===== src/common/rwpl_map.vh =====
`ifndef RWPL_MAP_VH
`define RWPL_MAP_VH

// ----------------------------------------------------------------------
// register offsets (word addresses on the register port)
// ----------------------------------------------------------------------
`define RWPL_A_LOGIN_SIG   16'hA100
`define RWPL_A_LOGIN_ID0   16'hA101
`define RWPL_A_LOGIN_ID1   16'hA102
`define RWPL_A_LOGIN_PIN0  16'hA103
`define RWPL_A_LOGIN_PIN1  16'hA104
`define RWPL_A_FLAGS_SIG   16'hA105
`define RWPL_A_FLAGS       16'hA106
`define RWPL_A_FLAGS_INV   16'hA107
`define RWPL_A_IDCHG_SIG   16'hA108
`define RWPL_A_NEWID0      16'hA109
`define RWPL_A_NEWID1      16'hA10A
`define RWPL_A_NEWID_INV0  16'hA10B
`define RWPL_A_NEWID_INV1  16'hA10C
`define RWPL_A_PINCHG_SIG  16'hA10D
`define RWPL_A_NEWPIN0     16'hA10E
`define RWPL_A_NEWPIN1     16'hA10F
`define RWPL_A_NEWPIN_INV0 16'hA110
`define RWPL_A_NEWPIN_INV1 16'hA111

// ----------------------------------------------------------------------
// fields and reset values
// ----------------------------------------------------------------------
`define RWPL_F_PW_ACTIVE   0
`define RWPL_RST_PW_ACTIVE 1'b1
`define RWPL_RST_ID0       16'h4C4F
`define RWPL_RST_ID1       16'h004E
`define RWPL_RST_PIN0      16'h3030
`define RWPL_RST_PIN1      16'h3030
`define RWPL_RST_SIG       16'h0000

// ----------------------------------------------------------------------
// timing
// ----------------------------------------------------------------------
`define RWPL_CLK_HZ        25000000
`define RWPL_UNLOCK_MIN    30
`define RWPL_UNLOCK_CYCLES (36'd60 * `RWPL_UNLOCK_MIN * `RWPL_CLK_HZ)

`endif


===== src/core/rwpl_lock.v =====
`timescale 1ns/1ps
`include "rwpl_map.vh"

// ----------------------------------------------------------------------
// register map on the register port
// ----------------------------------------------------------------------
// 0xA100  login signature, each read steps it down by one
// 0xA101  login identifier word 0, write only
// 0xA102  login identifier word 1, write only
// 0xA103  login pin word 0, write only
// 0xA104  login pin word 1, write only; this write judges the login
// 0xA105  flag telegram signature
// 0xA106  protection flags, bit 0 enables password checking
// 0xA107  inverse of the flags; this write commits the pair
// 0xA108  identifier change signature
// 0xA109  new identifier word 0; reads the stored one while open
// 0xA10A  new identifier word 1; third character in the low byte
// 0xA10B  inverse of new identifier word 0
// 0xA10C  inverse of new identifier word 1; this write commits
// 0xA10D  pin change signature
// 0xA10E  new pin word 0; reads the stored one while open
// 0xA10F  new pin word 1
// 0xA110  inverse of new pin word 0
// 0xA111  inverse of new pin word 1; this write commits
// every other address reads as zero and ignores writes

// ----------------------------------------------------------------------
// timing at the register port
// ----------------------------------------------------------------------
// a write takes effect at the edge that samples its strobe
// read data appear at the edge of the read strobe and hold until the next read
// the gate opens two edges after the last login word
// a good login reloads the full window rather than adding to it
// the credentials never leave the block except through the open window

module rwpl_lock #(
  parameter [35:0] UNLOCK_CYCLES = `RWPL_UNLOCK_CYCLES
) (
  input  wire        clock_in,
  input  wire        nrst_in,
  input  wire [15:0] reg_addr_in,
  input  wire        reg_wr_in,
  input  wire        reg_rd_in,
  input  wire [15:0] reg_wdata_in,
  output reg  [15:0] reg_rdata_out,
  input  wire        prot_wr_in,
  output reg         prot_wr_grant_out,
  output reg         prot_wr_deny_out,
  output reg         unlocked_out,
  output reg         pw_active_out
);

  // ----------------------------------------------------------------------
  // character filter
  // ----------------------------------------------------------------------
  function char_ok;
    input [7:0] c;
    begin
      char_ok = ((c >= 8'h30) && (c <= 8'h39)) ||  // digits
                ((c >= 8'h41) && (c <= 8'h5A)) ||  // upper case letters
                ((c >= 8'h61) && (c <= 8'h7A)) ||  // lower case letters
                (c == 8'h20) ||                    // space
                (c == 8'h2F) ||                    // slash
                (c == 8'h2D) ||                    // minus
                (c == 8'h2B) ||                    // plus
                (c == 8'h25) ||                    // percent
                (c == 8'h26) ||                    // ampersand
                (c == 8'h3F) ||                    // question mark
                (c == 8'h21) ||                    // exclamation mark
                (c == 8'h2E) ||                    // full stop
                (c == 8'h28) ||                    // opening bracket
                (c == 8'h29);                      // closing bracket
    end
  endfunction

  // ----------------------------------------------------------------------
  // state
  // ----------------------------------------------------------------------
  reg  [15:0] id0_q, id1_q, pin0_q, pin1_q;       // stored credentials
  reg  [15:0] lid0_q, lid1_q, lpin0_q;            // login staging
  reg  [15:0] nid0_q, nid1_q, nidi0_q;            // identifier change staging
  reg  [15:0] npin0_q, npin1_q, npini0_q;         // PIN change staging
  reg  [15:0] flags_stage_q;
  reg         pw_active_q;
  reg         login_ok_q;
  wire        window_open;
  wire        wr_ok;
  wire        login_match;
  wire [15:0] w_n;
  wire        wr_hit;

  assign w_n         = ~reg_wdata_in;
  // checking disabled opens writes and the gate, not the stored-word reads; otherwise only inside the window
  assign wr_ok       = !pw_active_q || window_open;
  assign login_match = (lid0_q == id0_q) && (lid1_q == id1_q) &&
                       (lpin0_q == pin0_q) && (reg_wdata_in == pin1_q);
  assign wr_hit      = reg_wr_in;

  // ----------------------------------------------------------------------
  // commit conditions, judged as the last word of a telegram arrives
  // ----------------------------------------------------------------------
  // the last word comes straight off the write bus, so it needs no staging
  wire        flags_commit;
  wire        id_chars_ok;
  wire        id_commit;
  wire        pin_chars_ok;
  wire        pin_commit;

  // a half-written pair or a stray upper bit leaves the flag as it was
  assign flags_commit = (w_n == flags_stage_q) && (flags_stage_q[15:1] == 15'h0000) && wr_ok;
  // three characters: two in word 0, one in the low byte of word 1
  assign id_chars_ok  = char_ok(nid0_q[15:8]) && char_ok(nid0_q[7:0]) && char_ok(nid1_q[7:0]) &&
                        (nid1_q[15:8] == 8'h00);
  assign id_commit    = wr_ok && (nidi0_q == ~nid0_q) && (w_n == nid1_q) && id_chars_ok;
  // four characters, two to a word, high byte first
  assign pin_chars_ok = char_ok(npin0_q[15:8]) && char_ok(npin0_q[7:0]) &&
                        char_ok(npin1_q[15:8]) && char_ok(npin1_q[7:0]);
  assign pin_commit   = wr_ok && (npini0_q == ~npin0_q) && (w_n == npin1_q) && pin_chars_ok;

  // ----------------------------------------------------------------------
  // unlock window timer
  // ----------------------------------------------------------------------
  rwpl_unlock_timer #(
    .UNLOCK_CYCLES (UNLOCK_CYCLES)
  ) u_timer (
    .clock_in      (clock_in),
    .nrst_in       (nrst_in),
    .start_in      (login_ok_q),
    .open_out      (window_open)
  );

  // ----------------------------------------------------------------------
  // signature registers, one per telegram
  // ----------------------------------------------------------------------
  localparam [63:0] SIG_ADDRS = {`RWPL_A_PINCHG_SIG, `RWPL_A_IDCHG_SIG,
                                 `RWPL_A_FLAGS_SIG, `RWPL_A_LOGIN_SIG};
  wire [63:0] sig_flat;
  wire [3:0]  sig_hit;

  genvar gi;
  generate
    for (gi = 0; gi < 4; gi = gi + 1) begin : g_sig
      reg [15:0] val_q;
      assign sig_hit[gi]             = (reg_addr_in == SIG_ADDRS[gi*16 +: 16]);
      assign sig_flat[gi*16 +: 16]   = val_q;
      // write loads, each read steps the value down by one
      // a read of zero wraps to all ones; the master reloads before reuse
      always @(posedge clock_in or negedge nrst_in) begin
        if (!nrst_in) begin
          val_q <= `RWPL_RST_SIG;
        end else if (reg_wr_in && sig_hit[gi]) begin
          val_q <= reg_wdata_in;
        end else if (reg_rd_in && sig_hit[gi]) begin
          val_q <= val_q - 16'h0001;
        end
      end
    end
  endgenerate

  // ----------------------------------------------------------------------
  // login, flag and credential writes
  // ----------------------------------------------------------------------
  // reset is the restart: credentials and flag return to factory state,
  // and temporary states outside are cleared by the same reset
  always @(posedge clock_in or negedge nrst_in) begin
    if (!nrst_in) begin
      id0_q         <= `RWPL_RST_ID0;
      id1_q         <= `RWPL_RST_ID1;
      pin0_q        <= `RWPL_RST_PIN0;
      pin1_q        <= `RWPL_RST_PIN1;
      lid0_q        <= 16'h0000;
      lid1_q        <= 16'h0000;
      lpin0_q       <= 16'h0000;
      nid0_q        <= 16'h0000;
      nid1_q        <= 16'h0000;
      nidi0_q       <= 16'h0000;
      npin0_q       <= 16'h0000;
      npin1_q       <= 16'h0000;
      npini0_q      <= 16'h0000;
      flags_stage_q <= 16'h0000;
      pw_active_q   <= `RWPL_RST_PW_ACTIVE;
      login_ok_q    <= 1'b0;
    end else begin
      login_ok_q <= 1'b0;
      if (wr_hit) begin
        case (reg_addr_in)
          `RWPL_A_LOGIN_ID0:   lid0_q  <= reg_wdata_in;
          `RWPL_A_LOGIN_ID1:   lid1_q  <= reg_wdata_in;
          `RWPL_A_LOGIN_PIN0:  lpin0_q <= reg_wdata_in;
          // last PIN word completes the login; a mismatch does nothing
          `RWPL_A_LOGIN_PIN1:  login_ok_q <= login_match;
          `RWPL_A_FLAGS:       flags_stage_q <= reg_wdata_in;
          `RWPL_A_FLAGS_INV: begin
            // commit only with a true complement pair and write access
            if (flags_commit) begin
              pw_active_q <= flags_stage_q[`RWPL_F_PW_ACTIVE];
            end
          end
          `RWPL_A_NEWID0:      nid0_q  <= reg_wdata_in;
          `RWPL_A_NEWID1:      nid1_q  <= reg_wdata_in;
          `RWPL_A_NEWID_INV0:  nidi0_q <= reg_wdata_in;
          `RWPL_A_NEWID_INV1: begin
            // a new identifier leaves the open window running
            if (id_commit) begin
              id0_q <= nid0_q;
              id1_q <= nid1_q;
            end
          end
          `RWPL_A_NEWPIN0:     npin0_q  <= reg_wdata_in;
          `RWPL_A_NEWPIN1:     npin1_q  <= reg_wdata_in;
          `RWPL_A_NEWPIN_INV0: npini0_q <= reg_wdata_in;
          `RWPL_A_NEWPIN_INV1: begin
            // the new pin is asked for from the next login on
            if (pin_commit) begin
              pin0_q <= npin0_q;
              pin1_q <= npin1_q;
            end
          end
          default: ;
        endcase
      end
    end
  end

  // ----------------------------------------------------------------------
  // protected area gate and status outputs
  // ----------------------------------------------------------------------
  // the gate holds no count of changes, so the window never closes early;
  // it also never touches temporary states, so expiry keeps them
  always @(posedge clock_in or negedge nrst_in) begin
    if (!nrst_in) begin
      prot_wr_grant_out <= 1'b0;
      prot_wr_deny_out  <= 1'b0;
      unlocked_out      <= 1'b0;
      pw_active_out     <= `RWPL_RST_PW_ACTIVE;
    end else begin
      prot_wr_grant_out <= prot_wr_in && wr_ok;
      prot_wr_deny_out  <= prot_wr_in && !wr_ok;  // target left unchanged
      unlocked_out      <= wr_ok;
      pw_active_out     <= pw_active_q;
    end
  end

  // ----------------------------------------------------------------------
  // read data, one cycle after the strobe
  // ----------------------------------------------------------------------
  reg [15:0] rd_d;
  integer    k;

  // reads never wait on the lock, so a locked master can still poll status
  always @* begin
    rd_d = 16'h0000;
    // login words are write-only and read as zero
    case (reg_addr_in)
      `RWPL_A_FLAGS:       rd_d = {15'h0000, pw_active_q};
      `RWPL_A_FLAGS_INV:   rd_d = ~{15'h0000, pw_active_q};
      `RWPL_A_NEWID0:      rd_d = window_open ? id0_q : 16'h0000;
      `RWPL_A_NEWID1:      rd_d = window_open ? id1_q : 16'h0000;
      `RWPL_A_NEWID_INV0:  rd_d = window_open ? ~id0_q : 16'h0000;
      `RWPL_A_NEWID_INV1:  rd_d = window_open ? ~id1_q : 16'h0000;
      `RWPL_A_NEWPIN0:     rd_d = window_open ? pin0_q : 16'h0000;
      `RWPL_A_NEWPIN1:     rd_d = window_open ? pin1_q : 16'h0000;
      `RWPL_A_NEWPIN_INV0: rd_d = window_open ? ~pin0_q : 16'h0000;
      `RWPL_A_NEWPIN_INV1: rd_d = window_open ? ~pin1_q : 16'h0000;
      default:             rd_d = 16'h0000;
    endcase
    for (k = 0; k < 4; k = k + 1) begin
      if (sig_hit[k]) begin
        rd_d = sig_flat[k*16 +: 16];   // value before the decrement
      end
    end
  end

  always @(posedge clock_in or negedge nrst_in) begin
    if (!nrst_in) begin
      reg_rdata_out <= 16'h0000;
    end else if (reg_rd_in) begin
      reg_rdata_out <= rd_d;
    end
  end

endmodule // rwpl_lock


===== src/core/rwpl_unlock_timer.v =====
`timescale 1ns/1ps
`include "rwpl_map.vh"

// ----------------------------------------------------------------------
// unlock window: reload on every good login, count down to relock
// ----------------------------------------------------------------------
module rwpl_unlock_timer #(
  parameter [35:0] UNLOCK_CYCLES = `RWPL_UNLOCK_CYCLES
) (
  input  wire        clock_in,
  input  wire        nrst_in,
  input  wire        start_in,
  output reg         open_out
);

  reg [35:0] count_q;

  // a fresh login always restarts from the full window
  always @(posedge clock_in or negedge nrst_in) begin
    if (!nrst_in) begin
      count_q  <= 36'h0;
      open_out <= 1'b0;
    end else if (start_in) begin
      count_q  <= UNLOCK_CYCLES - 36'h1;
      open_out <= 1'b1;
    end else if (count_q != 36'h0) begin
      count_q  <= count_q - 36'h1;
    end else begin
      open_out <= 1'b0;                  // expiry relocks
    end
  end

endmodule // rwpl_unlock_timer

===== config.mk =====
export PLATFORM = sky130hd
export DESIGN_NAME = rwpl_lock
export DESIGN_NICKNAME = d
export VERILOG_FILES = /design/src/core/rwpl_lock.v /design/src/core/rwpl_unlock_timer.v
export VERILOG_INCLUDE_DIRS = /design/src /design/src/common
export SDC_FILE = /design/constraint.sdc
export NUM_CORES = 1
export LEC_CHECK = 0
export BUFFER_PORTS_ARGS = -buffer_cell sky130_fd_sc_hd__buf_2
export CORE_MARGIN = 8
export CORE_UTILIZATION = 63
export CTS_CLUSTER_SIZE = 20
export DETAILED_ROUTE_END_ITERATION = 7
export PLACE_DENSITY = 0.8
export SYNTH_ARGS = -nofsm -noshare
export SYNTH_HDL_FRONTEND = slang
export SYNTH_SLANG_ARGS = --single-unit
export TNS_END_PERCENT = 1

===== constraint.sdc =====
create_clock -name clock_in -period 3.5 [get_ports clock_in]
set_input_delay 0.7 -clock clock_in [delete_from_list [all_inputs] [get_ports clock_in]]
set_output_delay 0.7 -clock clock_in [all_outputs]
set_load 0.1 [all_outputs]

==> impl_metrics.yaml, run 1 <==
drt:
  drc: 0
  vias: 17000
  antenna_left: 0
  totalWireLength_um: 66600
  vias_per_cell: 7.06
  drt-wirelength-per-cell_um: 27.6
  drtIter0Drc: 2502
  firstDrtPassIters: 7
power:
  p_int_w: 0.00678
  total_power_w: 0.00898
  peakVddDrop_mv: 0.415
  combPwrFrac_pct: 7.0
  p_seq_share_pct: 45.0
  leakage_nw: 9.92
  switching_power_w: 0.00220
  clkPwrFrac_pct: 48.0
  p_per_area_mw_per_mm2: 413
  switching_share_pct: 24.5
layout:
  largest_register: "g_sig.val_q"
  diodes: 0
  nNetsFinal: 2025
  reg_top3: "g_sig.val_q (64), u_timer.count_q (36)"
  finish.utilization_pct: 71.2
  fill_cells: 2206
  area_delta_synth_final_pct: 11.6
  drive_above_1_share_pct: 22.9
  design_area_sq_mm: 0.0217
  largest_register_ffs: 64
  finalNonFillerCells: 2409
timing:
  fmaxAchievable_ghz: 0.333
  rsz0062_at_grt: "no"
  worst-slew-pin-transition_ps: 1210
  hold_viol: 0
  fin_setup_tns_ps: 0
  drv_slew: 0
  fin_crit_sh_pct: 85.7
  finalSetupViolCount: 0
  slew_headroom_pct: 19.1
  finClkSkew_ps: 14.7
  period_needed_ps: 3000
die:
  chipHeight_um: 192
  initial_core_util_pct: 63.8
  die_area_sq_mm: 0.0368
  dieWidth_um: 192
  core.rowCount: 64
  io_pins: 57
  coreArea_sq_mm: 0.0305
yosys:
  yosys.area.top_type: "dfrtp_1"
  syn_inst: 1955
  ys_ff_latch: 347
  synth_area_sq_mm: 0.0195
  yosysMostFrequentCell: "dfrtp_1"
  yosysTopAreaCellShare_pct: 41.8
  async_flop_share_pct: 100
  synthTopCellsByArea: "dfrtp_1, mux2_2, a21oi_1, xnor2_1, o21ai_0"
  ys_seq_area_share_pct: 44.7
  yosysWarnings: 0
  synth_common_cells: "dfrtp_1, mux2_2, clkbuf_1"
  post_synth_num_cell_types: 80
  syn_avg_cell_area_sq_um: 9.96
  synth-edff-count: 0
  synth_flop_cell: "dfrtp_1"
  syn-num-nets: 1997
clock_network:
  cts_hold_repair.buffers: 0
  postCtsSetupBuffers: 0
  cts_buffer_depth: 3
  cts_sinks: 347
  cts-root-buf: "clkbuf_16"
  cts.clk_slew.worst_paths_ps: 60
  cts_made_buffers: 38
  cts_tree: "built"
  htreeDepth: 2
  clock_latency_ps: 550
  cts_resized: 0
global_route:
  grt_max_degree: 83
  overflow: 0
  grt_pass1_wl_um: 101000
  grt_pass1_vias: 16400
  antenna_found_initial: 1
  grt.total_usage_pct: 36.0
placed_design:
  post_dp_cell_area_sq_mm: 0.0204
  dpl.cell_count: 2339
  hpwl_um: 46800
  place_congestion: 1.01
  portBuffers: 56
critical_path:
  cp-start-kind: "flip-flop"
  path_class: "reg2reg"
  end_kind: "flip-flop"
  cp_max_fo: 5
  cp.arrival_ps: 3420
  worst_ep_required_time_ps: 3920
worst_hold_path:
  hp-class: "in2async"
flow_run:
  cap_violations: 0
status:
  status: "finished clean"
-- metal layers --
layer  vias up  track usage, %  share of wire, %  routed length (um)
li1       7259               -                 -                   -
met1      8396            49.6                40               26300
met2      1145            52.9                43               28700
met3       206            8.41                12                8050
met4         0            17.7               5.3                3520
met5         -               0                 0                   0
-- critical path: stages, from the launching register on --
cell	delay [ps]
dfrtp_1	400
or4_1	610
or4_1	530
nor4_2	530
o21ai_1	220
o31a_1	280
or3_1	300
-- power groups by stage --
stage / logic [W] / registers [W] / clock network (W)
5_1_grt: 0.000663 / 0.00404 / 0.00451
4_1_cts: 0.000619 / 0.00404 / 0.00432
2_1_floorplan: 0.000221 / 0.00420 / 0
3_5_place_dp: 0.000615 / 0.00411 / 0
6_report: 0.000633 / 0.00404 / 0.00430
3_3_place_gp: 0.000608 / 0.00411 / 0
-- cells in the final DEF (no fill, tap or decap), types with 16 or more instances in the layout --
cell type  count
nand2b_1      20
nor4_1        54
and2_1        21
xor2_1        65
mux2i_1       27
xnor2_1       72
mux2_2       182
nand2_1       70
o22ai_1       32
nor2b_1       16
inv_1         53
a31oi_1       23
or4_1         19
o21ai_0      119
a21oi_1      139
nor3_1        54
nand4_1       28
buf_2         55
nor2_1       127
a221oi_1      19
dfstp_2       22
dfrtp_1      325
or3_1         20
clkbuf_16     39
nand3_1       40
buf_4         80
mux2_4        19
-- kinds of logic (layout without fill, tap and decap cells) --
group | count (synthesis) | after routing | share of synthesized area (%)
and+or+nand+nor | 551 | 551 | 15.6
buffers and inverters | 209 | 267 | 4.20
AOI/OAI and AO/OA | 478 | 478 | 15.6
adders and majority gates | 5 | 5 | 0.321
DFF | 347 | 347 | 44.7
xor gates and xnor gates | 137 | 137 | 6.16
muxes | 228 | 228 | 13.4
-- final timing paths --
kind                                     start  depth (start not counted)                  end  slack, ps
max in group asynchronous              nrst_in                          2          pw_active_q       2380
min in group clock_in               prot_wr_in                          2    prot_wr_grant_out        380
min reg2reg                        pw_active_q                          0        pw_active_out        460
max reg2reg                u_timer.count_q[20]                          6  u_timer.count_q[33]        500
min                                    nrst_in                          1    g_sig[2].val_q[9]        160
max                        u_timer.count_q[20]                          6  u_timer.count_q[33]        500
-- stage by stage --
stage	worst slack, ps	hold WS, ps
final	501	160
after global routing	313	221
after CTS	506	214
after detailed placement	191	432
after global placement	269	427
after floorplan	403	371
-- layout make-up --
cell class	instances	area, sq um	share of cell area (%)
tap	396	495	2.28
multi-input combinational	1399	9960	45.8
sequential	347	8710	40.1
timing repair buffer	143	1030	4.74
inverter	54	203	0.933
clock inverter	13	211	0.973
clock buffer	57	1120	5.17
Power figures use the tool's default switching activity.
==> run 2: changes to the inputs <==
CORE_UTILIZATION = 55   (was 63)
PLACE_DENSITY = 0.72   (was 0.8)
==> run 2 against run 1 <==
Compared with the run above: worst setup slack better by 87 ps; largest power group unchanged; critical endpoint is now u_timer.count_q[4]; sequential share of layout area is 0.25 points lower; flip-flop and latch count stayed put; hold slack better by 19 ps; register-to-register slack better by 90 ps; via count is 1.4% lower; non-clock buffer count is 5 higher; critical path type unchanged; routed wire length is 2.7% lower; die area is 13% higher; clock power is 1% lower.
==> impl_metrics.yaml, run 2 (synthesized netlist as in run 1, its figures left out) <==
status:
  status: "finished clean"
critical_path:
  worstRegToRegCells: 6
  path_class: "reg2reg"
  cp_slowest_cell: "or4_1"
  cpMostUsedCell: "or3_1"
  r2r-start: "u_timer.count_q[12]"
  reg2reg_slack_ps: 590
  slowest_delay_ps: 550
  worst_ep_required_time_ps: 3940
  r2r-end: "u_timer.count_q[4]"
  cp.arrival_ps: 3350
  crit_cells: 6
  crit_chain: "or3_1 -> or4_1 -> or2_2 -> nor2_2 -> nor4_1 -> or3_1"
  crit_buf_inv: 0
  cp-start-kind: "flip-flop"
  cp_max_fo: 19
  end_kind: "flip-flop"
  critPathTopFamily: "simple AND/OR/NAND/NOR gates"
power:
  p_int_w: 0.00674
  clkPwrFrac_pct: 47.7
  leakage_nw: 9.94
  combPwrFrac_pct: 7.1
  switching_share_pct: 24.5
  p_seq_share_pct: 45.3
  peakVddDrop_mv: 0.420
  p_per_area_mw_per_mm2: 408
  switching_power_w: 0.00219
die:
  die_area_sq_mm: 0.0417
  coreArea_sq_mm: 0.0352
  dieWidth_um: 204
  chipHeight_um: 204
  io_pins: 57
  initial_core_util_pct: 55.3
  core.rowCount: 69
placed_design:
  place_congestion: 1.02
  dpl.cell_count: 2409
  portBuffers: 56
  post_dp_cell_area_sq_mm: 0.0206
  hpwl_um: 46200
layout:
  largest_register_ffs: 64
  finalNonFillerCells: 2479
  diodes: 0
  drive_above_1_share_pct: 23.1
  final_cell_mix: "dfrtp_1, mux2_2, a21oi_1, nor2_1, o21ai_0"
  largest_register: "g_sig.val_q"
  final_common_cell: "dfrtp_1"
  nNetsFinal: 2030
  finish.utilization_pct: 62.1
  reg_top3: "g_sig.val_q (64), u_timer.count_q (36)"
  design_area_sq_mm: 0.0219
  area_delta_synth_final_pct: 12.3
global_route:
  grt_max_degree: 98
  grt_pass1_vias: 15800
  overflow: 0
  grt.total_usage_pct: 30.7
  antenna_found_initial: 3
  grt_pass1_wl_um: 98600
timing:
  hold_viol: 0
  fin_setup_tns_ps: 0
  rsz0062_at_grt: "no"
  slew_headroom_pct: 21.7
  fin_crit_sh_pct: 83.2
  finClkSkew_ps: 19.7
  worst-slew-pin-transition_ps: 1170
  finalSetupViolCount: 0
  period_needed_ps: 2910
  fmaxAchievable_ghz: 0.343
  drv_slew: 0
clock_network:
  cts.clk_slew.worst_paths_ps: 60
  postCtsSetupBuffers: 0
  cts_tree: "built"
  htreeDepth: 2
  cts_hold_repair.buffers: 0
  cts-root-buf: "clkbuf_16"
  cts_sinks: 347
  cts_buffer_depth: 3
  cts_resized: 0
  clock_latency_ps: 560
  cts_made_buffers: 38
drt:
  antenna_left: 0
  totalWireLength_um: 64700
  firstDrtPassIters: 6
  drt-wirelength-per-cell_um: 26.1
  drc: 0
  vias_per_cell: 6.76
  drtIter0Drc: 2223
  vias: 16800
worst_hold_path:
  hp-class: "in2async"
flow_run:
  cap_violations: 0
-- run 2: stage by stage --
step           power, W  hold slack (ps)  worst slack [ps]
2_1_floorplan   0.00443              371               403
3_3_place_gp    0.00472              440               268
3_5_place_dp    0.00473              443               254
4_1_cts         0.00895              221               618
5_1_grt         0.00916              244               421
6_report        0.00892              179               588
-- run 2: area by class of cell --
type / instances / area [sq um]
multi-input cells: 1399 / 9960
flip-flops and latches: 347 / 8710
clock inverters: 15 / 221
clock buffers: 55 / 1100
well taps: 461 / 577
repair buffers: 148 / 1110
inverters: 54 / 203
fillers: 2877 / 13400
-- run 2: how the worst max path moves through the flow --
stage | start | end | slack [ps]
2_1_floorplan | reg_addr_in[4] | id0_q[4] | 400
3_3_place_gp | reg_addr_in[9] | g_sig[3].val_q[15] | 270
3_5_place_dp | reg_addr_in[9] | g_sig[3].val_q[15] | 250
4_1_cts | u_timer.count_q[12] | u_timer.count_q[4] | 620
5_1_grt | u_timer.count_q[12] | u_timer.count_q[15] | 420
6_report | u_timer.count_q[12] | u_timer.count_q[4] | 590
-- run 2: power groups by stage --
| stage | clock (W) | sequential, W | combinational (W) |
|---|---|---|---|
| 2_1_floorplan | 0 | 0.00420 | 0.000221 |
| 3_3_place_gp | 0 | 0.00411 | 0.000610 |
| 3_5_place_dp | 0 | 0.00411 | 0.000616 |
| 4_1_cts | 0.00429 | 0.00404 | 0.000619 |
| 5_1_grt | 0.00446 | 0.00404 | 0.000662 |
| 6_report | 0.00425 | 0.00404 | 0.000630 |
-- run 2: layer usage --
metal  wire length, um  vias up  part of all wire [%]  track usage, %
li1                  -     7259                     -               -
met1             26500     8298                    41            43.0
met2             27800     1004                    43            45.1
met3              7240      201                    11            6.96
met4              3200        4                   4.9            13.8
met5                34        -                 0.053               0
